==> src/hw/irbm_map.svh <==
// Purpose: Register offsets, field positions, reset values for the iso receive / init block.
// Assumes: Byte addresses within the link register space.
// Notes: Definitions only.
`ifndef IRBM_MAP_SVH
`define IRBM_MAP_SVH
`define IRBM_EVT_SET_OFS 8'hA0
`define IRBM_EVT_CLR_OFS 8'hA4
`define IRBM_MSK_SET_OFS 8'hA8
`define IRBM_MSK_CLR_OFS 8'hAC
`define IRBM_INIT_BW_OFS 8'hB0
`define IRBM_INIT_CHHI_OFS 8'hB4
`define IRBM_BW_MSB 12
`define IRBM_BW_RST 13'h1333
`define IRBM_CHHI_RST 32'hFFFFFFFF
`define IRBM_CTX_RST 4'h0
`define IRBM_SUMMARY_BIT 7
`endif

==> src/hw/irbm_pkg.sv <==
// Purpose: Shared types for the iso receive interrupt and bus-management init block.
// Assumes: Nothing beyond the map header.
// Notes: Types only.
`default_nettype none
package irbm_pkg;
    typedef logic [31:0] irbm_word_t;
    typedef logic [12:0] irbm_bw_t;
endpackage : irbm_pkg
`default_nettype wire

==> src/hw/irbm_edge.sv <==
// Purpose: Rising-edge detector on each context interrupt line.
// Assumes: Lines are synchronous to clk_i.
// Notes: One generate loop, one flop per line.
`default_nettype none
module irbm_edge #(
    parameter int WIDTH = 4
) (
    input wire logic clk_i,
    input wire logic reset_i,
    input wire logic [WIDTH-1:0] level_i,
    output logic [WIDTH-1:0] rise_o
);
    logic [WIDTH-1:0] prev_q;

    generate
        for (genvar g = 0; g < WIDTH; g++) begin : g_line
            always_ff @(posedge clk_i) begin
                if (reset_i) begin
                    prev_q[g] <= 1'b0;
                end else begin
                    prev_q[g] <= level_i[g];
                end
            end
            // A held level produces one pulse only.
            assign rise_o[g] = level_i[g] & ~prev_q[g];
        end
    endgenerate
endmodule : irbm_edge
`default_nettype wire

==> src/hw/irbm_regs.sv <==
// Purpose: Iso receive per-context event/mask registers and bus-management init values.
// Assumes: Register port is synchronous; reads answer one cycle after the strobe.
// Notes: reset_i covers system and software reset; CSR loads happen on reload pulses.
`include "irbm_map.svh"
`default_nettype none
module irbm_regs
    import irbm_pkg::*;
#(
    parameter int CONTEXTS = 4
) (
    input wire logic clk_i,
    input wire logic reset_i,
    input wire logic [7:0] reg_addr_i,
    input wire logic reg_wr_i,
    input wire logic reg_rd_i,
    input wire logic [31:0] reg_wdata_i,
    output logic [31:0] reg_rdata_o,
    output logic reg_rvalid_o,
    input wire logic [CONTEXTS-1:0] ctx_cmd_done_i,
    input wire logic [CONTEXTS-1:0] ctx_cmd_irq_bits_i,
    input wire logic global_reset_i,
    input wire logic pci_reset_i,
    input wire logic bus_reset_i,
    input wire logic main_summary_mask_i,
    output logic rx_context_summary_event_o,
    output logic summary_irq_o,
    output logic [12:0] bandwidth_csr_o,
    output logic [31:0] channels_hi_csr_o,
    output logic csr_load_o
);
    if (CONTEXTS != 4) begin : g_bad_contexts
        $error("irbm_regs supports exactly four receive contexts");
    end

    logic [CONTEXTS-1:0] event_q;
    logic [CONTEXTS-1:0] event_d;
    logic [CONTEXTS-1:0] mask_q;
    logic [CONTEXTS-1:0] mask_d;
    logic [CONTEXTS-1:0] ctx_irq_q;
    irbm_bw_t init_bw_q;
    irbm_word_t init_chhi_q;
    irbm_word_t rdata_d;

    // Address decode.
    wire logic hit_evt_set = reg_addr_i == `IRBM_EVT_SET_OFS;
    wire logic hit_evt_clr = reg_addr_i == `IRBM_EVT_CLR_OFS;
    wire logic hit_msk_set = reg_addr_i == `IRBM_MSK_SET_OFS;
    wire logic hit_msk_clr = reg_addr_i == `IRBM_MSK_CLR_OFS;
    wire logic hit_bw = reg_addr_i == `IRBM_INIT_BW_OFS;
    wire logic hit_chhi = reg_addr_i == `IRBM_INIT_CHHI_OFS;

    // Only the low context bits take part in event and mask writes.
    wire logic [CONTEXTS-1:0] wr_bits = reg_wdata_i[CONTEXTS-1:0];
    wire logic [CONTEXTS-1:0] evt_set_w = (reg_wr_i && hit_evt_set) ? wr_bits : '0;
    wire logic [CONTEXTS-1:0] evt_clr_w = (reg_wr_i && hit_evt_clr) ? wr_bits : '0;
    wire logic [CONTEXTS-1:0] msk_set_w = (reg_wr_i && hit_msk_set) ? wr_bits : '0;
    wire logic [CONTEXTS-1:0] msk_clr_w = (reg_wr_i && hit_msk_clr) ? wr_bits : '0;

    // A context raises its line when a completed input command asks for an interrupt.
    wire logic [CONTEXTS-1:0] ctx_irq_d = ctx_cmd_done_i & ctx_cmd_irq_bits_i;
    logic [CONTEXTS-1:0] ctx_rise;

    irbm_edge #(
        .WIDTH(CONTEXTS)
    ) u_edge (
        .clk_i(clk_i),
        .reset_i(reset_i),
        .level_i(ctx_irq_q),
        .rise_o(ctx_rise)
    );

    // Hardware and software sets win over a same-cycle clear.
    assign event_d = (event_q & ~evt_clr_w) | evt_set_w | ctx_rise;
    assign mask_d = (mask_q & ~msk_clr_w) | msk_set_w;

    // Each event bit stands for its own context as a summary cause.
    wire logic [CONTEXTS-1:0] masked_evt = event_q & mask_q;
    wire logic summary_d = |masked_evt;

    wire logic any_reload = global_reset_i | pci_reset_i | bus_reset_i;

    // Read multiplexer; unmapped offsets read zero.
    always_comb begin
        rdata_d = '0;
        if (hit_evt_set) begin
            rdata_d[CONTEXTS-1:0] = event_q;
        end else if (hit_evt_clr) begin
            rdata_d[CONTEXTS-1:0] = masked_evt;
        end else if (hit_msk_set || hit_msk_clr) begin
            rdata_d[CONTEXTS-1:0] = mask_q;
        end else if (hit_bw) begin
            rdata_d[`IRBM_BW_MSB:0] = init_bw_q;
        end else if (hit_chhi) begin
            rdata_d = init_chhi_q;
        end
    end

    always_ff @(posedge clk_i) begin
        if (reset_i) begin
            ctx_irq_q <= `IRBM_CTX_RST;
            event_q <= `IRBM_CTX_RST;
            mask_q <= `IRBM_CTX_RST;
        end else begin
            ctx_irq_q <= ctx_irq_d;
            event_q <= event_d;
            mask_q <= mask_d;
        end
    end

    // Init values are untouched by a bus reset; only reset_i restores them.
    always_ff @(posedge clk_i) begin
        if (reset_i) begin
            init_bw_q <= `IRBM_BW_RST;
            init_chhi_q <= `IRBM_CHHI_RST;
        end else if (reg_wr_i) begin
            if (hit_bw) begin
                init_bw_q <= reg_wdata_i[`IRBM_BW_MSB:0];
            end
            if (hit_chhi) begin
                init_chhi_q <= reg_wdata_i;
            end
        end
    end

    // CSR copies follow the init fields at each reload event.
    always_ff @(posedge clk_i) begin
        if (reset_i) begin
            bandwidth_csr_o <= `IRBM_BW_RST;
            channels_hi_csr_o <= `IRBM_CHHI_RST;
            csr_load_o <= 1'b0;
        end else begin
            csr_load_o <= any_reload;
            if (any_reload) begin
                bandwidth_csr_o <= init_bw_q;
                channels_hi_csr_o <= init_chhi_q;
            end
        end
    end

    always_ff @(posedge clk_i) begin
        if (reset_i) begin
            rx_context_summary_event_o <= 1'b0;
            summary_irq_o <= 1'b0;
            reg_rdata_o <= '0;
            reg_rvalid_o <= 1'b0;
        end else begin
            rx_context_summary_event_o <= summary_d;
            summary_irq_o <= summary_d & main_summary_mask_i;
            reg_rvalid_o <= reg_rd_i;
            reg_rdata_o <= reg_rd_i ? rdata_d : '0;
        end
    end

endmodule : irbm_regs
`default_nettype wire

==> config.mk <==
export PLATFORM = sky130hd
export DESIGN_NAME = irbm_regs
export DESIGN_NICKNAME = d
export VERILOG_FILES = /design/src/hw/irbm_pkg.sv /design/src/hw/irbm_edge.sv /design/src/hw/irbm_regs.sv
export VERILOG_INCLUDE_DIRS = /design/src /design/src/hw
export SDC_FILE = /design/constraint.sdc
export NUM_CORES = 1
export LEC_CHECK = 0
export BUFFER_PORTS_ARGS = -buffer_cell sky130_fd_sc_hd__buf_4
export CAP_MARGIN = 30
export CORE_ASPECT_RATIO = 0.9
export CORE_MARGIN = 2
export CORE_UTILIZATION = 50
export CTS_CLUSTER_DIAMETER = 50
export DETAILED_ROUTE_END_ITERATION = 10
export PLACE_DENSITY = 0.86
export SLEW_MARGIN = 20
export SYNTH_ARGS = -nofsm -noshare
export SYNTH_HDL_FRONTEND = slang
export SYNTH_SLANG_ARGS = --single-unit
==> constraint.sdc <==
create_clock -name clk_i -period 1.5 [get_ports clk_i]
set_input_delay 0 -clock clk_i [delete_from_list [all_inputs] [get_ports clk_i]]
set_output_delay 0 -clock clk_i [all_outputs]
set_load 0.02 [all_outputs]
==> results of run 1 <==
[critical path, stage by stage (launching register included)]
cell	delay, ns
dfxtp_1	0.33
nand2b_1	0.14
a32o_1	0.21
a222oi_1	0.27
nor3_1	0.09
[registers in the layout (all words and copies together) (netlist names)]
signal and cells:
bandwidth_csr_o 13, summary_irq_o 1, reg_rvalid_o 1, init_chhi_q 32
csr_load_o 1, channels_hi_csr_o 32, init_bw_q 13, event_q 4
mask_q 4, reg_rdata_o 32, ctx_irq_q 4, u_edge.prev_q 4
rx_context_summary_event_o 1
[placed cells by master (no fill, tap or decap), types with 11 or more instances in the layout]
cell type	instances
dlygate4sd3_1	43
nand3b_1	39
buf_4	145
a22oi_1	11
and3_1	21
mux2i_1	12
dfxtp_1	142
a21oi_1	52
nand2_1	103
clkbuf_16	17
nor2_1	58
nor3_1	43
[power by group through the flow]
stage                     logic, W  clock network, W  registers, W
after CTS                 0.000594           0.00413       0.00385
final                     0.000606           0.00408       0.00385
after global placement    0.000494                 0       0.00393
after floorplan           0.000219                 0       0.00396
after global routing      0.000654           0.00431       0.00385
after detailed placement  0.000504                 0       0.00393
[cells by family after synthesis]
kind of cell / after synthesis
multiplexers: 12
AND/OR/NAND/NOR: 289
buffers and inverters: 50
AO/OA/AOI/OAI: 83
flip-flops: 142
[path summary, 6_finish.rpt]
check                                         start                   to  slack, ns  cells past startpoint
worst max-delay path                 init_chhi_q[3]       reg_rdata_o[3]       0.35                      4
worst min-delay path                       reg_wr_i            mask_q[0]       0.04                      4
worst max register to register       init_chhi_q[3]       reg_rdata_o[3]       0.35                      4
worst min register to register  bandwidth_csr_o[10]  bandwidth_csr_o[10]       0.46                      2
[layout make-up]
class                           instances  area [µm²]
Fill cell                             717        2883
Timing Repair Buffer                  191        1579
Clock buffer                           19       442.9
Multi-Input combinational cell        384        2088
Tap cell                              129       161.4
Inverter                                6       22.52
Clock inverter                         13       140.1
Sequential cell                       142        2843
[what timing repair did]
| item | 4_1_cts | 5_1_grt |
|---|---|---|
| hold buffers | 43 | 0 |
| hold endpoints to repair | 55 | 0 |
| resized for setup | 0 | 0 |
[layer usage]
| metal | up-vias | global-route usage | share of wire |
|---|---|---|---|
| met3 | 27 | 0.06073 | 0.083 |
| met2 | 236 | 0.4095 | 0.48 |
| li1 | 2296 | - | - |
| met5 | - | 0 | 0 |
| met1 | 2227 | 0.2995 | 0.42 |
| met4 | 0 | 0.1016 | 0.022 |
[metrics by stage]
stage                     area [µm²]  utilization  setup slack (ns)  hold slack, ns  cells
after floorplan                 5170            -            0.2271          0.1138    576
after global placement          6264       0.6165            0.1630          0.2036    809
after detailed placement        6264       0.6165           0.07017          0.2195    809
after CTS                       7277       0.7163            0.3406         0.03377    884
after global routing            7277       0.7163            0.2492         0.07523    884
final                           7277       0.7163            0.3472         0.03974    884
==> metrics.csv, run 1 <==
metric;value;unit
Setup crit end kind;flop;
initial antenna violation count;0;
DRT antenna net count;0;
Die ar.;11170;µm²
worst setup path class;flop to flop;
Logic pwr share;0.071;
TritonRoute pass-1 iters;5;
unrepaired setup endpoints after global routing;no;
Core Area;10160;µm²
worst hold-check path type;primary input to flop;
NetSw;0.001921;W
top_reg_cell synth;dfxtp_1;
Slew @ Worst Pin;0.5179;ns
layout cells sized above 1;0.2517;
crit start category;flop;
outcome;finished clean;
Post-synth EDFFs;0;
num rows;35;
DR WL/cell;15.40;µm
Syn Area/Cell;8.976;µm²
peak fanout along the critical path;3;
Die Y;100.5;µm
Lkg Pwr;3.214;nW
TritonCTS Sinks;142;
Max clock buf depth;2;
worst rel slew slack;0.6547;
diode count;0;
Final Hold Fails;0;
largest family of logic cells by synthesized area;simple AND/OR/NAND/NOR gates;
endpoints failing setup;0;
Peak Freq;0.8674;GHz
Clock transition at path regs;0.06;ns
DR vias/cell;5.414;
grt ovf;0;
Synth Register Bits;142;
Clock Root Buffer;clkbuf_16;
setup TNS;0;ns
adder-cell share of the synthesized area;0;
Synth top area share;0.5499;
first-pass GRT wire length;21.66;mm
drt total wl;13.61;mm
PortBufs;136;
P per Cell Area;1173;nW/µm²
Worst Path Required;1.79;ns
fin crit share;0.7686;
Clock Latency Late Sink;0.41;ns
Max VDD drop;0.0009569;V
async set-reset flop share out of synthesis;0;
Setup Skew;0.01642;ns
Seq/Total Area, Yosys;0.5499;
mux contribution to synthesized area;0.02323;
buffer count from post-CTS setup fixing;0;
DRC Markers;0;
Post-DP HPWL;8.273;mm
total CTS buffers;17;
count leader, synth;dfxtp_1;
CTS tree;yes;
IO Count;137;
synth warn;0;
largest net degree at the start of global routing;141;
Syn Nets;632;
largest cells by area after synthesis;dfxtp_1, nand2_1, nand3b_1;
Layout area overhead;40.76;%
cell internal pwr;0.006616;W
maxcap violations;0;
XOR/XNOR share of the synthesized area;0;
Post-Synthesis Cells;576;
switching share of power;0.2251;
H-tree Lvls;4;
sequential share of power;0.451;
vias in the first global route;4514;
simple-gate area share of the yosys netlist;0.2819;
gpl congestion;0.8674;
Layout Nets;798;
Tmin final;1.153;ns
post-synthesis compound-gate area fraction;0.09729;
post-synth cell types;39;
Post-synth top cells;dfxtp_1, nand2_1, nor2_1, a21oi_1, nor3_1;
leading area contributor after synthesis;dfxtp_1;
Total GRT Usage;0.2425;
arrival time worst endpoint;1.44;ns
Netlist Area Pre-Place;5170;µm²
Clock power frac;0.478;
max-slew violations;0;
Final Power;0.008538;W
Initial Util;0.5089;
die span in x;111.2;µm
1st-iter DRT viols;382;
Via Count;4786;
(Power assumes the default switching activity.)
==> run 2, diff against run 1 <==
ABC_AREA = 1   (was unset)
PLACE_DENSITY = 0.87   (was 0.86)
clock period = 1.15 ns   (was 1.5 ns; I/O delays follow)
==> run 2 against run 1 <==
Net effect:
- clock skew down 0.011 ns
- routed wire length up 7.3%
- flip-flop and latch count unchanged
- via count up 1.5%
- cell count up 5.9%
- critical path depth up 1
- worst hold slack better by 0.031 ns
- register-to-register slack worse by 0.19 ns
- synthesized cell count up 4.3%
- global-route usage up 3.2 points
- worst setup slack worse by 0.27 ns
- count of clock-buffer cells in the layout up 6
- critical endpoint is now ctx_irq_q[1]
- largest power group unchanged
==> metrics.csv, run 2 <==
metric;value;unit;change
Tmin final;1.069;ns;
DR vias/cell;5.189;;-4.2%
Seq/Total Area, Yosys;0.5608;;+0.01099
Clock power frac;0.466;;-0.012
Post-DP HPWL;9.121;mm;+10%
1st-iter DRT viols;340;;-11%
crit-path leading delay family;buffers and inverters;;
gpl congestion;0.9083;;+4.7%
arrival time worst endpoint;1.35;ns;-0.09 ns
biggest regs;channels_hi_csr_o x32, init_chhi_q x32, reg_rdata_o x32;;
initial antenna violation count;0;;unchanged
largest cells by area after synthesis;dfxtp_1, nand2_1, a21oi_1;;
async set-reset flop share out of synthesis;0;;unchanged
vias in the first global route;4917;;+8.9%
R2R cell count;4;;unchanged
Netlist Area Pre-Place;5069;µm²;-2.0%
worst r2r dst;summary_irq_o;;
Max VDD drop;0.001298;V;+36%
worst hold-check path type;primary input to flop;;
layout cells sized above 1;0.2691;;+0.01748
P per Cell Area;1492;nW/µm²;+27%
post-synth cell types;26;;-33%
crit-path cells;dlygate4sd3_1 > buf_4 > nand2_1 > dlygate4sd3_1 > nor2_1;;
Setup crit end kind;flop;;
DRC Markers;0;;unchanged
worst setup path class;primary input to flop;;
Via Count;4857;;+1.5%
Critical Path Sink;ctx_irq_q[1];;
die span in x;110.1;µm;-0.95%
Clock Root Buffer;clkbuf_16;;
Post-Synthesis Cells;601;;+4.3%
H-tree Lvls;4;;unchanged
maxcap violations;0;;unchanged
first-pass GRT wire length;23.31;mm;+7.6%
Post-CTS Resized;0;;unchanged
cell mode on critical path;dlygate4sd3_1;;
commonest cells after routing, fill and taps aside;buf_4, dfxtp_1, nand2_1, inv_1, a21oi_1;;
drt total wl;14.60;mm;+7.3%
max-slew violations;0;;unchanged
IO Count;137;;unchanged
endpoints failing setup;0;;unchanged
diode count;0;;unchanged
reg2reg start;mask_q[0];;
Syn Nets;657;;+4.0%
CP bufs+invs;3;;+3
PortBufs;136;;unchanged
sequential share of power;0.461;;+0.010
Logic pwr share;0.072;;about the same
crit start category;primary input;;
switching share of power;0.2206;;-0.004486
register-to-register setup slack;0.16;ns;-0.19 ns
TritonCTS Sinks;142;;unchanged
Total GRT Usage;0.2740;;+0.03156
Clock Latency Late Sink;0.41;ns;about the same
Slowest Stage Delay on Critical Path;0.56;ns;+0.23 ns
Lkg Pwr;3.470;nW;+8.0%
num rows;34;;-2.9%
Setup Skew;0.005121;ns;-0.01130 ns
Layout Nets;854;;+7.0%
Final Hold Fails;0;;unchanged
WP depth;5;;+1
worst rel slew slack;0.6613;;+0.006566
total CTS buffers;17;;unchanged
DR WL/cell;15.60;µm;+1.3%
Min Hold Slack;0.07050;ns;+0.03075 ns
Syn Area/Cell;8.434;µm²;-6.0%
cell internal pwr;0.008500;W;+28%
Post-synth EDFFs;0;;unchanged
DRT antenna net count;0;;unchanged
TritonRoute pass-1 iters;6;;+1
leading area contributor after synthesis;dfxtp_1;;
top_reg_cell synth;dfxtp_1;;
Synth Register Bits;142;;unchanged
Slew @ Worst Pin;0.5080;ns;-0.009849 ns
count leader, synth;dfxtp_1;;
largest net degree at the start of global routing;63;;-55%
fin crit share;0.9296;;
Max clock buf depth;2;;unchanged
Layout area overhead;44.21;%;
CTS tree;yes;;
Initial Util;0.5180;;+0.009164
peak fanout along the critical path;1;;-2
buffer count from post-CTS setup fixing;0;;unchanged
outcome;finished clean;;
Post-synth top cells;dfxtp_1, nand2_1, inv_1, a21oi_1, nor2_1;;
NetSw;0.002405;W;+25%
Core Area;9784;µm²;-3.7%
cts hold-fix bufs;44;;+2.3%
unrepaired setup endpoints after global routing;no;;
Clock transition at path regs;0.06;ns;about the same
CP max stage cell;dlygate4sd3_1;;
grt ovf;0;;unchanged
Worst Setup SP;ctx_cmd_irq_bits_i[1];;
synth warn;0;;unchanged
Die Y;99.52;µm;-0.95%
Die ar.;10960;µm²;-1.9%
Peak Freq;0.9354;GHz;
Worst Path Required;1.43;ns;-0.36 ns
Final Power;0.01091;W;+28%
Synth top area share;0.5608;;+0.01099
commonest non-fill, non-tap cell in the layout;buf_4;;
[run 2: worst min-delay path by stage]
stage | depth (start not counted) | startpoint | endpoint | slack (ns)
after floorplan | 2 | reg_wdata_i[0] | init_bw_q[0] | 0.11
after global placement | 3 | ctx_cmd_irq_bits_i[2] | ctx_irq_q[2] | 0.21
after detailed placement | 3 | reg_wdata_i[14] | init_chhi_q[14] | 0.22
after CTS | 4 | reg_wr_i | init_bw_q[6] | 0.05
after global routing | 4 | reg_wr_i | init_bw_q[6] | 0.07
final | 5 | reset_i | reg_rvalid_o | 0.07
[run 2: cells by family after synthesis]
kind of cell / count (synthesis) / synth area share
and+or+nand+nor: 227 / 0.2029
DFF: 142 / 0.5608
AOI/OAI and AO/OA: 136 / 0.1511
buffers and inverters: 96 / 0.08517
[run 2: power groups by stage]
stage               clock (W)  sequential [W]  combinational, W
floorplan                   0         0.00519          0.000242
global placement            0         0.00513          0.000632
detailed placement          0         0.00513          0.000648
CTS                   0.00510         0.00503          0.000772
global route          0.00531         0.00503          0.000850
finish                0.00509         0.00503          0.000789
[run 2: through the flow]
stage          area (µm²)    util  worst slack (ns)  std cells  TNS (ns)
2_1_floorplan        5069       -            0.2003        601         0
3_3_place_gp         6324  0.6463          -0.04028        861   -0.4529
3_5_place_dp         6324  0.6463           -0.1095        861    -2.371
4_1_cts              7310  0.7471            0.1023        936         0
5_1_grt              7310  0.7471           0.01685        936         0
6_report             7310  0.7471           0.08093        936         0
[run 2: layer usage]
| layer | vias up | routed length (µm) | GRT usage |
|---|---|---|---|
| met3 | 33 | 983 | 0.07208 |
| met1 | 2246 | 5980 | 0.3319 |
| met2 | 224 | 7324 | 0.4677 |
| li1 | 2354 | - | - |
| met5 | - | 0 | 0 |
| met4 | 0 | 313 | 0.09712 |
[run 2: final cells by class]
class	count	area, µm²
Clock buffer	25	485.5
Clock inverter	6	60.06
Fill cell	674	2475
Inverter	65	246.5
Multi-Input combinational cell	363	1800
Sequential cell	142	2843
Tap cell	126	157.7
Timing Repair Buffer	209	1717
[run 2: worst register-to-register path, cell delays in order (launching register included)]
cell	delay, ns
dfxtp_1	0.33
nand2_1	0.06
inv_1	0.05
nor3_1	0.32
nor3b_1	0.09
==> run 3, diff against run 2 <==
CORE_UTILIZATION = 35   (was 50)
PLACE_DENSITY = 0.67   (was 0.87)
SYNTH_HIERARCHICAL = 1   (was unset)
==> run 3 against run 2 <==
Net effect:
- clock skew is 0.00095 ns higher
- highest routed layer unchanged
- fmax decreased by 2.7%
- critical endpoint is now reg_rvalid_o
- count of clock-buffer cells in the layout fell by 2
==> metrics.csv, run 3 <==
metric;value;unit;change
wire length on met2;5.931;mm;-19%
Layout Nets;856;;+0.23%
P per Cell Area;1458;nW/µm²;-2.3%
hold_sp;reg_addr_i[2];;
endpoints failing setup;0;;unchanged
worst r2r dst;summary_irq_o;;
routed length on met3;871;µm;-11%
worst rel slew slack;0.6829;;+0.02164
grt ovf;0;;unchanged
Post-Synthesis Cells;597;;-0.67%
initial antenna violation count;0;;unchanged
Syn Area/Cell;8.752;µm²;+3.8%
Die Y;119.9;µm;+20%
Non-Filler Instances;1011;;+8.0%
reg2reg start;event_q[1];;
Logic pwr share;0.074;;+0.002
crit-path cells;dlygate4sd3_1 > buf_4 > nand2_1 > inv_2 > dlygate4sd3_1;;
M1 wire length;6.359;mm;+6.3%
Clock Latency Late Sink;0.41;ns;about the same
worst hold-check path type;primary input to flop;;
maxcap violations;0;;unchanged
DRT antenna net count;0;;unchanged
vias in the first global route;4463;;-9.2%
Post-synth top cells;dfxtp_1, nand2_1, inv_1, nor2_1, o211ai_1;;
Via Count;4559;;-6.1%
setup TNS;0;ns;unchanged
die span in x;132.8;µm;+21%
Setup Skew;0.006075;ns;+0.0009543 ns
R2R cell count;4;;unchanged
Worst Path Required;1.45;ns;+0.02 ns
max layer used;met4;;
Synth top area share;0.5441;;-0.01679
Clock transition at path regs;0.06;ns;about the same
Max clock buf depth;2;;unchanged
Clock power frac;0.479;;+0.013
max-slew violations;0;;unchanged
peak fanout along the critical path;5;;+4
Setup crit end kind;flop;;
sequential share of power;0.447;;-0.014
synth warn;6;;+6
gpl congestion;0.8356;;-8.0%
Min Hold Slack;0.02763;ns;-0.04287 ns
IO Count;137;;unchanged
commonest non-fill, non-tap cell in the layout;buf_4;;
total CTS buffers;17;;unchanged
cell mode on critical path;dlygate4sd3_1;;
largest cells by area after synthesis;dfxtp_1, nand2_1, o211ai_1;;
DRC Markers;0;;unchanged
TritonRoute pass-1 iters;4;;-2
1st-iter DRT viols;172;;-49%
leading area contributor after synthesis;dfxtp_1;;
H-tree Lvls;4;;unchanged
arrival time worst endpoint;1.40;ns;+0.05 ns
DR vias/cell;4.509;;-13%
PortBufs;136;;unchanged
Clock Root Buffer;clkbuf_16;;
FILL cells;1335;;+98%
drt total wl;13.34;mm;-8.6%
diode count;0;;unchanged
Post-synth EDFFs;0;;unchanged
top_reg_cell synth;dfxtp_1;;
Tmin final;1.098;ns;+0.02933 ns
commonest cells after routing, fill and taps aside;buf_4, dfxtp_1, nand2_1, inv_1, nor2_1;;
post-synth cell types;29;;+12%
TritonCTS Sinks;142;;unchanged
Seq/Total Area, Yosys;0.5441;;-0.01679
switching share of power;0.2198;;-0.0007910
crit start category;primary input;;
NetSw;0.002471;W;+2.7%
DR WL/cell;13.20;µm;-15%
Initial Util;0.3564;;-0.1617
Final Hold Fails;0;;unchanged
async set-reset flop share out of synthesis;0;;unchanged
first-pass GRT wire length;21.98;mm;-5.7%
placed insts;934;;+8.5%
largest net degree at the start of global routing;48;;-24%
outcome;finished clean;;
register-to-register setup slack;0.11;ns;-0.05 ns
Synth Register Bits;142;;unchanged
worst setup path class;primary input to flop;;
Syn Nets;653;;-0.61%
unrepaired setup endpoints after global routing;no;;
biggest regs;channels_hi_csr_o x32, init_chhi_q x32, reg_rdata_o x32;;
CP max stage cell;dlygate4sd3_1;;
Netlist Area Pre-Place;5225;µm²;+3.1%
Slowest Stage Delay on Critical Path;0.55;ns;about the same
layout cells sized above 1;0.3186;;+0.04944
buffer count from post-CTS setup fixing;0;;unchanged
num rows;42;;+24%
Slew @ Worst Pin;0.4751;ns;-0.03298 ns
Die ar.;15920;µm²;+45%
Max VDD drop;0.0009744;V;-25%
Layout area overhead;47.56;%;
Post-DP HPWL;9.348;mm;+2.5%
CTS tree;yes;;
cell internal pwr;0.008771;W;+3.2%
Worst Hold End;mask_q[1];;
hold path cells;5;;unchanged
count leader, synth;dfxtp_1;;
Peak Freq;0.9104;GHz;-2.7%
CP bufs+invs;4;;+1
Lkg Pwr;3.556;nW;+2.5%
fin crit share;0.9551;;+0.02550
Total GRT Usage;0.1749;;-0.09914
Core Area;14660;µm²;+50%
crit-path leading delay family;buffers and inverters;;
## run 3: changes by cell type after synthesis, moves of 9 or more
cell	delta
a21oi_1	-19
o21ai_0	-10
buf_2	+10
o21ai_2	+20
o211ai_1	+9
nand3_1	-9
nand2_1	-11
a21oi_2	+20
## run 3: how the worst max path moves through the flow
stage / startpoint / to / cells past startpoint
after detailed placement: reg_addr_i[6] / event_q[0] / 10
after CTS: reg_wr_i / init_chhi_q[20] / 8
after floorplan: reg_addr_i[6] / event_q[0] / 9
final: reg_rd_i / reg_rvalid_o / 5
after global routing: reg_wr_i / init_chhi_q[30] / 8
after global placement: reg_addr_i[6] / event_q[3] / 10
## run 3: final cells by class
type	count	area, µm²	area share
clock buffers	23	478.0	0.06199
clock inverters	9	110.1	0.01428
well taps	198	247.7	0.03213
inverters	74	280.3	0.03635
flip-flops and latches	142	2843	0.3687
repair buffers	215	1852	0.2402
multi-input cells	350	1899	0.2463
## run 3: worst register-to-register path, delay by kind of cell (launching register included)
kind | cells | cell delay [ns]
compound gates | 1 | 0.31
flops | 1 | 0.34
simple gates | 3 | 0.27
## run 3: through the flow
step                utilization  total power [W]  setup slack [ns]  instance area [µm²]
global placement         0.4550         0.005839          -0.07640                 6671
detailed placement       0.4550         0.005843           -0.1221                 6671
global route             0.5259          0.01166          0.003586                 7710
floorplan                     -         0.005458            0.1577                 5225
CTS                      0.5259          0.01136           0.04838                 7710
finish                   0.5259          0.01124           0.05160                 7710
## run 3: logic make-up after synthesis
group,after synthesis,synth area share
simple gates,200,0.1681
compound gates,150,0.1944
flops,142,0.5441
buf+inv,105,0.09339
## run 3: timing repair
action	4_1_cts	5_1_grt
endpoints found under the setup margin	0	11
endpoints found under the hold margin	61	0
hold buffers	45	0
resized for setup	0	1
## run 3: per-layer routing
metal	GRT usage	vias up
met4	0.05847	0
met3	0.05957	15
met1	0.2301	2069
li1	-	2355
met5	0	-
met2	0.2694	120
## run 3: power groups by stage
| stage | Clock [W] | Combinational [W] | Sequential [W] |
|---|---|---|---|
| final | 0.00538 | 0.000829 | 0.00503 |
| after global routing | 0.00572 | 0.000903 | 0.00503 |
| after CTS | 0.00550 | 0.000832 | 0.00503 |
| after detailed placement | 0 | 0.000708 | 0.00514 |
| after global placement | 0 | 0.000706 | 0.00513 |
| after floorplan | 0 | 0.000273 | 0.00519 |
